`config.mk`:
```
export PLATFORM = sky130hd
export DESIGN_NAME = clock_select_divide
export DESIGN_NICKNAME = d
export VERILOG_FILES = /design/src/common/clk_ctrl_pkg.sv /design/src/clock_select_divide.sv /design/src/frac_div.sv
export SDC_FILE = /design/constraint.sdc
export NUM_CORES = 1
export LEC_CHECK = 0
export BUFFER_PORTS_ARGS = -buffer_cell sky130_fd_sc_hd__buf_2
export CORE_AREA = 2 2 166 168
export DETAILED_ROUTE_END_ITERATION = 8
export DIE_AREA = 0 0 168 170
export PLACE_DENSITY_LB_ADDON = 0.1
export SLEW_MARGIN = 25
export SYNTH_ARGS = -nofsm -noshare
export SYNTH_HDL_FRONTEND = slang
export SYNTH_HIERARCHICAL = 1
export SYNTH_SLANG_ARGS = --single-unit
export TNS_END_PERCENT = 50
```
`constraint.sdc`:
```
create_clock -name clock -period 11.05 [get_ports clock]
set_input_delay 1.105 -clock clock [delete_from_list [all_inputs] [get_ports clock]]
set_output_delay 1.105 -clock clock [all_outputs]
set_load 0.1 [all_outputs]
```
`src/common/clk_ctrl_pkg.sv`:
```
// constants, register map and bus carriers of the clock select and divide block
// How it works
// RULE1 - accept 32MHz RC and 32kHz RC sources
// RULE2 - accept 192MHz PLL as high-speed source
// RULE3 - accept 16MHz pad and 32kHz pad clocks
// RULE4 - first gate register: 1 passes, resets 8C
// RULE5 - second gate register gates eight more modules
// RULE6 - third gate register, bits 3 and 7 reserved
// RULE7 - bits 6:5 choose system clock source
// RULE8 - system clock equals high-speed over divider
// RULE9 - software never programs divider 0 or 1
// RULE10 - two-bit high-speed source select across registers
// RULE11 - converter clock runs only when enabled
// RULE12 - converter step 11 bits, mod 12 bits
// RULE13 - converter rate is high-speed times step/mod
// RULE14 - software keeps mod at least twice step
// RULE15 - mic clock enable, 7-bit step, 8-bit mod
// RULE16 - mic pin carries 32kHz or divider output
// RULE17 - mux bit 0 picks 32kHz source
// RULE18 - mux bit 2 picks USB PHY clock
// RULE19 - mux bits 7:4 low-power divider, reset 14
// RULE20 - source and gate changes at period boundaries
package clk_ctrl_pkg;

  localparam int CLK_MHZ = 50;
  localparam int PLL_MHZ = 192;
  localparam int USB_MHZ = 48;
  localparam int USB_DIV = PLL_MHZ / USB_MHZ;

  localparam int ADDR_W = 12;
  localparam int NREG = 14;

  // register slots
  localparam int S_GATE0 = 0;
  localparam int S_GATE1 = 1;
  localparam int S_GATE2 = 2;
  localparam int S_SYSSEL = 3;
  localparam int S_AUSTEP = 4;
  localparam int S_AUMOD = 5;
  localparam int S_ADCSTEP = 6;
  localparam int S_ADCMOD = 7;
  localparam int S_ADCHI = 8;
  localparam int S_MICSTEP = 9;
  localparam int S_MICMOD = 10;
  localparam int S_FHSSEL = 11;
  localparam int S_REGMOD = 12;
  localparam int S_MUX = 13;

  typedef logic [NREG-1:0][7:0] byte_vec_t;

  // register index; byte address is four times the index
  localparam byte_vec_t REG_IDX = {8'h73, 8'h71, 8'h70, 8'h6D, 8'h6C, 8'h6B, 8'h6A,
                                   8'h69, 8'h68, 8'h67, 8'h66, 8'h65, 8'h64, 8'h63};
  localparam byte_vec_t REG_RST = {8'h14, 8'h00, 8'h00, 8'h02, 8'h01, 8'h00, 8'h02,
                                   8'h00, 8'h02, 8'h33, 8'hFF, 8'h00, 8'h00, 8'h8C};
  localparam byte_vec_t REG_MASK = {8'hFF, 8'hFF, 8'hFF, 8'hFF, 8'hFF, 8'hFF, 8'hFF,
                                    8'hFF, 8'hFF, 8'hFF, 8'hFF, 8'h77, 8'hFF, 8'hFF};

  // field positions
  localparam int SYS_DIV_LSB = 0;
  localparam int SYS_DIV_W = 5;
  localparam int SYS_SRC_LSB = 5;
  localparam int FHS_LO_BIT = 7;
  localparam int FHS_HI_BIT = 0;
  localparam int ADC_EN_BIT = 7;
  localparam int ADC_STEPH_LSB = 4;
  localparam int ADC_MODH_LSB = 0;
  localparam int MIC_EN_BIT = 7;
  localparam int MUX_32K_BIT = 0;
  localparam int MUX_MIC_BIT = 1;
  localparam int MUX_USB_BIT = 2;
  localparam int MUX_LPR_LSB = 4;

  localparam int STEP_W = 11;
  localparam int MOD_W = 12;

  // system source codes
  localparam logic [1:0] SYS_RC32M = 2'h0;
  localparam logic [1:0] SYS_HSDIV = 2'h1;
  localparam logic [1:0] SYS_PAD16 = 2'h2;
  localparam logic [1:0] SYS_PAD32K = 2'h3;
  // high-speed source codes
  localparam logic [1:0] FHS_PLL = 2'h0;
  localparam logic [1:0] FHS_RC = 2'h1;

  typedef struct packed {
    logic psel;
    logic penable;
    logic pwrite;
    logic [ADDR_W-1:0] paddr;
    logic [31:0] pwdata;
  } apb_req_t;

  typedef struct packed {
    logic pready;
    logic pslverr;
    logic [31:0] prdata;
  } apb_rsp_t;

endpackage

```
`src/clock_select_divide.sv`:
```
// clock source selection, division and module gating with APB registers
//
// The APB interface to the registers was decided locally.
module clock_select_divide (
  // clock and reset
  input wire logic clock,
  input wire logic nrst,
  // register bus
  input wire clk_ctrl_pkg::apb_req_t apb_in,
  output clk_ctrl_pkg::apb_rsp_t apb_out,
  // source clock ticks
  input wire logic src_pll192,
  input wire logic src_pll48,
  input wire logic src_rc32m,
  input wire logic src_pad16m,
  input wire logic src_rc32k,
  input wire logic src_pad32k,
  // derived clock ticks
  output logic fhs_tick_q,
  output logic sys_tick_q,
  output logic adc_tick_q,
  output logic mic_tick_q,
  output logic usb_phy_tick_q,
  output logic slow_tick_q,
  // module clock enables
  output logic [7:0] module_gate_first_q,
  output logic [7:0] module_gate_second_q,
  output logic [7:0] module_gate_third_q,
  // low-power speed setting
  output logic [3:0] lowpower_div_q
);
  import clk_ctrl_pkg::*;

  // ---------------- register bus ----------------
  logic [7:0] reg_q [NREG];
  logic [NREG-1:0] hit;
  logic [7:0] rd_terms [NREG];
  logic [7:0] rd_byte;
  wire access = apb_in.psel && apb_in.penable;
  wire first_access = access && !apb_out.pready;
  wire wr_take = access && apb_out.pready && apb_in.pwrite;
  wire any_hit = |hit;

  genvar i;
  for (i = 0; i < NREG; i++) begin : g_reg
    assign hit[i] = apb_in.paddr == {2'h0, REG_IDX[i], 2'h0};
    assign rd_terms[i] = hit[i] ? reg_q[i] : 8'h00;
    always_ff @(posedge clock or negedge nrst) begin
      if (!nrst) begin
        reg_q[i] <= REG_RST[i]; // RULE4 RULE19
      end else if (wr_take && hit[i]) begin
        reg_q[i] <= apb_in.pwdata[7:0] & REG_MASK[i]; // RULE6
      end
    end
  end

  always_comb begin
    rd_byte = 8'h00;
    for (int k = 0; k < NREG; k++) begin
      rd_byte = rd_byte | rd_terms[k];
    end
  end

  // one wait state, then ready; unmapped addresses answer with an error
  always_ff @(posedge clock or negedge nrst) begin
    if (!nrst) begin
      apb_out <= '0;
    end else begin
      apb_out.pready <= first_access;
      if (first_access) begin
        apb_out.prdata <= {24'h000000, rd_byte};
        apb_out.pslverr <= !any_hit;
      end
    end
  end

  // ---------------- decoded fields ----------------
  wire [1:0] sys_src_reg = reg_q[S_SYSSEL][SYS_SRC_LSB +: 2]; // RULE7
  wire [SYS_DIV_W-1:0] sys_div_reg = reg_q[S_SYSSEL][SYS_DIV_LSB +: SYS_DIV_W]; // RULE8
  wire [1:0] fhs_sel_reg = {reg_q[S_FHSSEL][FHS_HI_BIT], reg_q[S_SYSSEL][FHS_LO_BIT]}; // RULE10
  wire adc_en = reg_q[S_ADCHI][ADC_EN_BIT]; // RULE11
  wire mic_en = reg_q[S_MICSTEP][MIC_EN_BIT]; // RULE15
  wire [STEP_W-1:0] adc_step = {reg_q[S_ADCHI][ADC_STEPH_LSB +: 3], reg_q[S_ADCSTEP]}; // RULE12
  wire [MOD_W-1:0] adc_mod = {reg_q[S_ADCHI][ADC_MODH_LSB +: 4], reg_q[S_ADCMOD]}; // RULE12
  wire [STEP_W-1:0] mic_step = {4'h0, reg_q[S_MICSTEP][6:0]}; // RULE15
  wire [MOD_W-1:0] mic_mod = {4'h0, reg_q[S_MICMOD]}; // RULE15

  localparam logic [7:0] SYS_RST = REG_RST[S_SYSSEL];
  localparam logic [7:0] FHS_RST = REG_RST[S_FHSSEL];
  localparam logic [7:0] MUX_RST = REG_RST[S_MUX];

  // ---------------- active selections ----------------
  // each selection is taken over only at the end of an output period,
  // so the period in progress completes on the old source, except a high-speed period when the system clock is not the divider
  logic [1:0] sys_src_q;
  logic [SYS_DIV_W-1:0] sys_div_q;
  logic [1:0] fhs_sel_q;
  logic sel32k_q;
  logic mic_sel_q;
  logic usb_sel_q;
  logic [SYS_DIV_W-1:0] div_cnt_q;
  logic [1:0] usb_cnt_q;
  logic fhs_tick;
  logic sys_tick_d;
  logic slow_tick_d;
  logic mic_tick_d;
  logic usb_tick_d;
  logic [1:0] frac_tick;

  assign fhs_tick = (fhs_sel_q == FHS_PLL) ? src_pll192 : // RULE2
                    (fhs_sel_q == FHS_RC) ? src_rc32m : src_pad16m; // RULE1 RULE3 RULE10

  wire div_end = fhs_tick && (div_cnt_q == sys_div_q - 5'h01); // RULE8 RULE9

  assign sys_tick_d = (sys_src_q == SYS_RC32M) ? src_rc32m : // RULE1 RULE7
                      (sys_src_q == SYS_HSDIV) ? div_end : // RULE8
                      (sys_src_q == SYS_PAD16) ? src_pad16m : src_pad32k; // RULE3

  assign slow_tick_d = sel32k_q ? src_pad32k : src_rc32k; // RULE1 RULE17
  assign mic_tick_d = mic_en && (mic_sel_q ? slow_tick_d : frac_tick[1]); // RULE16
  assign usb_tick_d = usb_sel_q ? (src_pll192 && usb_cnt_q == 2'(USB_DIV - 1)) // RULE18
                                : src_pll48;

  wire usb_step = usb_sel_q && src_pll192;

  always_ff @(posedge clock or negedge nrst) begin
    if (!nrst) begin
      sys_src_q <= SYS_RST[SYS_SRC_LSB +: 2];
      sys_div_q <= SYS_RST[SYS_DIV_LSB +: SYS_DIV_W];
      fhs_sel_q <= {FHS_RST[FHS_HI_BIT], SYS_RST[FHS_LO_BIT]};
    end else if (sys_tick_d) begin
      sys_src_q <= sys_src_reg; // RULE20
      sys_div_q <= sys_div_reg;
      fhs_sel_q <= fhs_sel_reg;
    end
  end

  always_ff @(posedge clock or negedge nrst) begin
    if (!nrst) begin
      sel32k_q <= MUX_RST[MUX_32K_BIT];
      mic_sel_q <= MUX_RST[MUX_MIC_BIT];
      usb_sel_q <= MUX_RST[MUX_USB_BIT];
    end else begin
      if (slow_tick_d) begin
        sel32k_q <= reg_q[S_MUX][MUX_32K_BIT]; // RULE20
      end
      if (mic_tick_d || !mic_en) begin
        mic_sel_q <= reg_q[S_MUX][MUX_MIC_BIT]; // RULE20
      end
      if (usb_tick_d) begin
        usb_sel_q <= reg_q[S_MUX][MUX_USB_BIT]; // RULE20
      end
    end
  end

  // ---------------- counters ----------------
  always_ff @(posedge clock or negedge nrst) begin
    if (!nrst) begin
      div_cnt_q <= '0;
      usb_cnt_q <= '0;
    end else begin
      if (sys_src_q != SYS_HSDIV) begin
        div_cnt_q <= '0;
      end else if (fhs_tick) begin
        div_cnt_q <= div_end ? '0 : div_cnt_q + 5'h01; // RULE8
      end
      if (!usb_sel_q) begin
        usb_cnt_q <= '0;
      end else if (usb_step) begin
        usb_cnt_q <= usb_tick_d ? 2'h0 : usb_cnt_q + 2'h1; // RULE18
      end
    end
  end

  // ---------------- fractional dividers: 0 converter, 1 mic ----------------
  logic [1:0] frac_en;
  logic [STEP_W-1:0] frac_step [2];
  logic [MOD_W-1:0] frac_mod [2];
  assign frac_en = {mic_en, adc_en}; // RULE11 RULE15
  assign frac_step[0] = adc_step;
  assign frac_step[1] = mic_step;
  assign frac_mod[0] = adc_mod;
  assign frac_mod[1] = mic_mod;

  genvar f;
  for (f = 0; f < 2; f++) begin : g_frac
    // output stays below half the source rate only if mod >= 2*step
    frac_div #(
      .SW(STEP_W),
      .MW(MOD_W)
    ) u_div (
      .clock(clock),
      .nrst(nrst),
      .enable(frac_en[f]),
      .tick_in(fhs_tick),
      .step(frac_step[f]),
      .mod(frac_mod[f]),
      .tick_q(frac_tick[f]) // RULE13 RULE14
    );
  end
  assign adc_tick_q = frac_tick[0]; // RULE11 RULE13

  // ---------------- outputs ----------------
  always_ff @(posedge clock or negedge nrst) begin
    if (!nrst) begin
      fhs_tick_q <= 1'b0;
      sys_tick_q <= 1'b0;
      mic_tick_q <= 1'b0;
      usb_phy_tick_q <= 1'b0;
      slow_tick_q <= 1'b0;
      lowpower_div_q <= MUX_RST[MUX_LPR_LSB +: 4];
    end else begin
      fhs_tick_q <= fhs_tick;
      sys_tick_q <= sys_tick_d;
      mic_tick_q <= mic_tick_d; // RULE16
      usb_phy_tick_q <= usb_tick_d; // RULE18
      slow_tick_q <= slow_tick_d; // RULE17
      lowpower_div_q <= reg_q[S_MUX][MUX_LPR_LSB +: 4]; // RULE19
    end
  end

  // gates follow their registers at a system clock period boundary
  always_ff @(posedge clock or negedge nrst) begin
    if (!nrst) begin
      module_gate_first_q <= REG_RST[S_GATE0];
      module_gate_second_q <= REG_RST[S_GATE1];
      module_gate_third_q <= REG_RST[S_GATE2];
    end else if (sys_tick_d) begin
      module_gate_first_q <= reg_q[S_GATE0]; // RULE4 RULE20
      module_gate_second_q <= reg_q[S_GATE1]; // RULE5
      module_gate_third_q <= reg_q[S_GATE2]; // RULE6
    end
  end
endmodule

```
`src/frac_div.sv`:
```
// step/mod fractional divider producing a tick train
module frac_div #(
  parameter int SW = 11,
  parameter int MW = 12
) (
  // clock and reset
  input wire logic clock,
  input wire logic nrst,
  // control
  input wire logic enable,
  input wire logic tick_in,
  input wire logic [SW-1:0] step,
  input wire logic [MW-1:0] mod,
  // output
  output logic tick_q
);
  logic [MW:0] acc_q;
  logic [MW:0] acc_d;
  logic [MW:0] sum;
  logic wrap;

  assign sum = acc_q + (MW+1)'(step);
  assign wrap = enable && tick_in && (sum >= (MW+1)'(mod));
  assign acc_d = !enable ? '0 : !tick_in ? acc_q : wrap ? sum - (MW+1)'(mod) : sum;

  always_ff @(posedge clock or negedge nrst) begin
    if (!nrst) begin
      acc_q <= '0;
      tick_q <= 1'b0;
    end else begin
      acc_q <= acc_d; // RULE13
      tick_q <= wrap;
    end
  end
endmodule
```
==> run_results.csv <==
group,metric,value,unit
critical_path,r2r_start,"frac_step[0]",
synth,synth_seq_cells,198,
grt,grt-ovfl-total,0,
synth,synth-main-ff-cell,"dfrtp_1",
final_layout,drive_above_1_share,28.2,%
power,power_frac_comb,31.4,%
cts,insertion_delay,0.44,ns
route,wl_per_cell,21.3,um
route,drtAntennaViolNets,0,
final_layout,largest_register,"reg_q",
critical_path,cp.required,11.37,ns
run,cap_violations,0,
timing,holdWs,0.399,ns
timing,period_needed,4.58,ns
synth,yosysSeqAreaShare,41.9,%
floorplan,start_util,44.8,%
timing,slew_viol_final,0,
critical_path,path_max_fanout,16,
synth,yosys_warnings,6,
critical_path,rr_worst_depth,16,
cts,htree_levels,4,
power,internal-power,1.32,mW
grt,track_usage,23.3,%
timing,setup_violations,0,
timing,grt_setup_unrepaired,"no",
timing,tightest_slew,0.921,ns
power,clockPowerShare,30.6,%
final_layout,final_cells,1536,
floorplan,io_pins,123,
placement,gp_congestion,0.911,
critical_path,start_kind,"flip-flop",
cts,cts-hold-fix-buffers,0,
floorplan,dieArea,28600,um^2
final_layout,largest_register_ff_count,68,
synth,async_reset_ff_share,100,%
floorplan,row_count,60,
cts,cts.sink_count,198,
critical_path,worstPathArrival,4.90,ns
power,powerDensity,159,nW/um^2
synth,synthTopCellsByArea,"dfrtp_1, mux2_2, dfstp_2, ha_1, o21ai_0",
timing,final_hold_viol_count,0,
synth,synth_top_area_share,34.4,%
critical_path,crit_path_end_kind,"flip-flop",
synth,netlist_area,11900,um^2
cts,ctsRootBufferMaster,"clkbuf_16",
cts,clock_path_buffers,2,
grt,grt_pass1_vias,8622,
timing,fin_worst_skew,0.0115,ns
min_path,hold_path.class,"reg -> reg",
min_path,holdPathEnd,"lowpower_div_q[0]",
route,drcViolationCount,0,
synth,syn-instance-count,1118,
floorplan,die_w,168,um
placement,io_buffer_count,72,
power,p_sw_share,36.8,%
grt,grt_pass1_wl,50800,um
placement,place_inst,1502,
cts,numCtsBuffers,17,
critical_path,worstReg2RegEnd,"g_frac[1].u_div/acc_q[7]",
min_path,holdPathStages,0,
synth,syn_avg_cell_area,10.7,um^2
critical_path,critPathKind,"reg -> reg",
cts,cts_resized,0,
synth,synth_area_leader_cell,"dfrtp_1",
timing,post-route-period-util,41.5,%
route,vias,8773,
cts,cts_tree,"yes",
power,peakVddDrop,110,uV
cts,cts_setup_buffers,0,
final_layout,finish.utilization,49.2,%
route,first_pass_iters,5,
grt,grt_max_degree,71,
grt,antenna_found_initial,0,
cts,clk_pin_slew_worst_paths,0.08,ns
power,seqPwrFrac,37.9,%
floorplan,core_area,26700,um^2
critical_path,r2r_slack,6.47,ns
timing,max_freq,218,MHz
synth,synth_edf_count,0,
power,power_leakage,6.08,nW
route,routed_wl,32700,um
min_path,min_from,"reg_q[4]",
final_layout,finalNetCount,1289,
timing,fin_tns_setup,0,ns
route,drt_iter0_drc,591,
final_layout,areaGrowthSynthToFinish,9.96,%
route,viasPerCell,5.71,
placement,dp_hpwl,23800,um
power,p_total,2.09,mW
floorplan,dieHeight,170,um
power,p_switching,0.768,mW
timing,relSlewSlack,38.5,%
run_status,status,"finished, final reports clean",
synth,synth.distinct_cells,107,
==> worst max-delay path, stage by stage (launching register included) <==
cell and delay, ns:
dfstp_2 0.57, ha_1 0.23, inv_1 0.07, fa_1 0.40, nand2b_1 0.18, a21oi_1 0.30, nor2_1 0.09, o31ai_1 0.35
xor2_1 0.31, ha_1 0.33, and3_2 0.21, a41oi_2 0.25, nand2_1 0.08, a21o_2 0.21, a22oi_4 0.51, mux2i_1 0.29
o21ai_1 0.08
==> through the flow <==
step / setup WS, ns / area [um^2]
2_1_floorplan: 7.18 / 12100
3_3_place_gp: 6.58 / 12500
3_5_place_dp: 6.52 / 12500
4_1_cts: 6.49 / 13100
5_1_grt: 6.14 / 13100
6_report: 6.47 / 13100
==> cells in the mapped netlist, types with 14 or more instances <==
master	number
dfrtp_1	164
mux2_2	138
nand2_1	69
o21ai_0	64
inv_1	63
nor2_1	52
ha_1	49
a21oi_1	45
dfstp_2	34
buf_4	29
nand3_1	29
mux2i_1	27
xnor2_1	26
clkbuf_1	25
nor3_1	20
nor2b_1	16
o211ai_1	15
a31oi_1	14
==> layout make-up <==
type	count	area, um^2
clock inverter	14	158
tap	341	427
antenna	1	2.50
sequential	198	5000
timing repair buffer	78	438
inverter	63	236
multi-input combinational	823	6430
fill	2463	13500
clock buffer	18	429
==> worst max-delay path by stage <==
| stage | start | to | slack, ns | cells after the start |
|---|---|---|---|---|
| floorplan | frac_step[0] | g_frac[1].u_div/acc_q[7] | 7.18 | 17 |
| global placement | frac_step[0] | g_frac[1].u_div/acc_q[7] | 6.58 | 16 |
| detailed placement | frac_step[0] | g_frac[1].u_div/acc_q[7] | 6.52 | 16 |
| CTS | frac_step[0] | g_frac[1].u_div/acc_q[7] | 6.49 | 16 |
| global route | frac_step[0] | g_frac[1].u_div/acc_q[4] | 6.14 | 16 |
| finish | frac_step[0] | g_frac[1].u_div/acc_q[7] | 6.47 | 16 |
==> routing by layer <==
metal	routed length [um]	part of all wire, %	track usage [%]
met2	14700	45	36.2
met1	15900	48	33.9
met3	1820	5.6	4.23
met4	379	1.2	5.52
met5	0	0	0
==> power groups by stage <==
stage                     sequential [mW]  clock [mW]  combinational (mW)
after detailed placement            0.807           0               0.652
after floorplan                     0.854           0               0.491
final                               0.793       0.640               0.656
after global placement              0.807           0               0.644
after CTS                           0.793       0.655               0.655
after global routing                0.799       0.680               0.729
==> cell families after synthesis <==
logic type	share of synthesized area [%]
compound gates	15.0
xor+xnor	3.00
fa+ha+maj	5.81
buf+inv	5.38
flops	41.9
mux	16.1
other cells	0.0314
simple gates	12.8
==> layout by cell type, fill, tap and decap left out, types with 34 or more instances in the layout <==
master     n
nand2_1   69
dfrtp_1  164
inv_1     63
o21ai_0   63
a21oi_1   45
ha_1      49
dfstp_2   34
mux2_2   138
conb_1    34
buf_2     71
nor2_1    52
(Power assumes the default switching activity.)
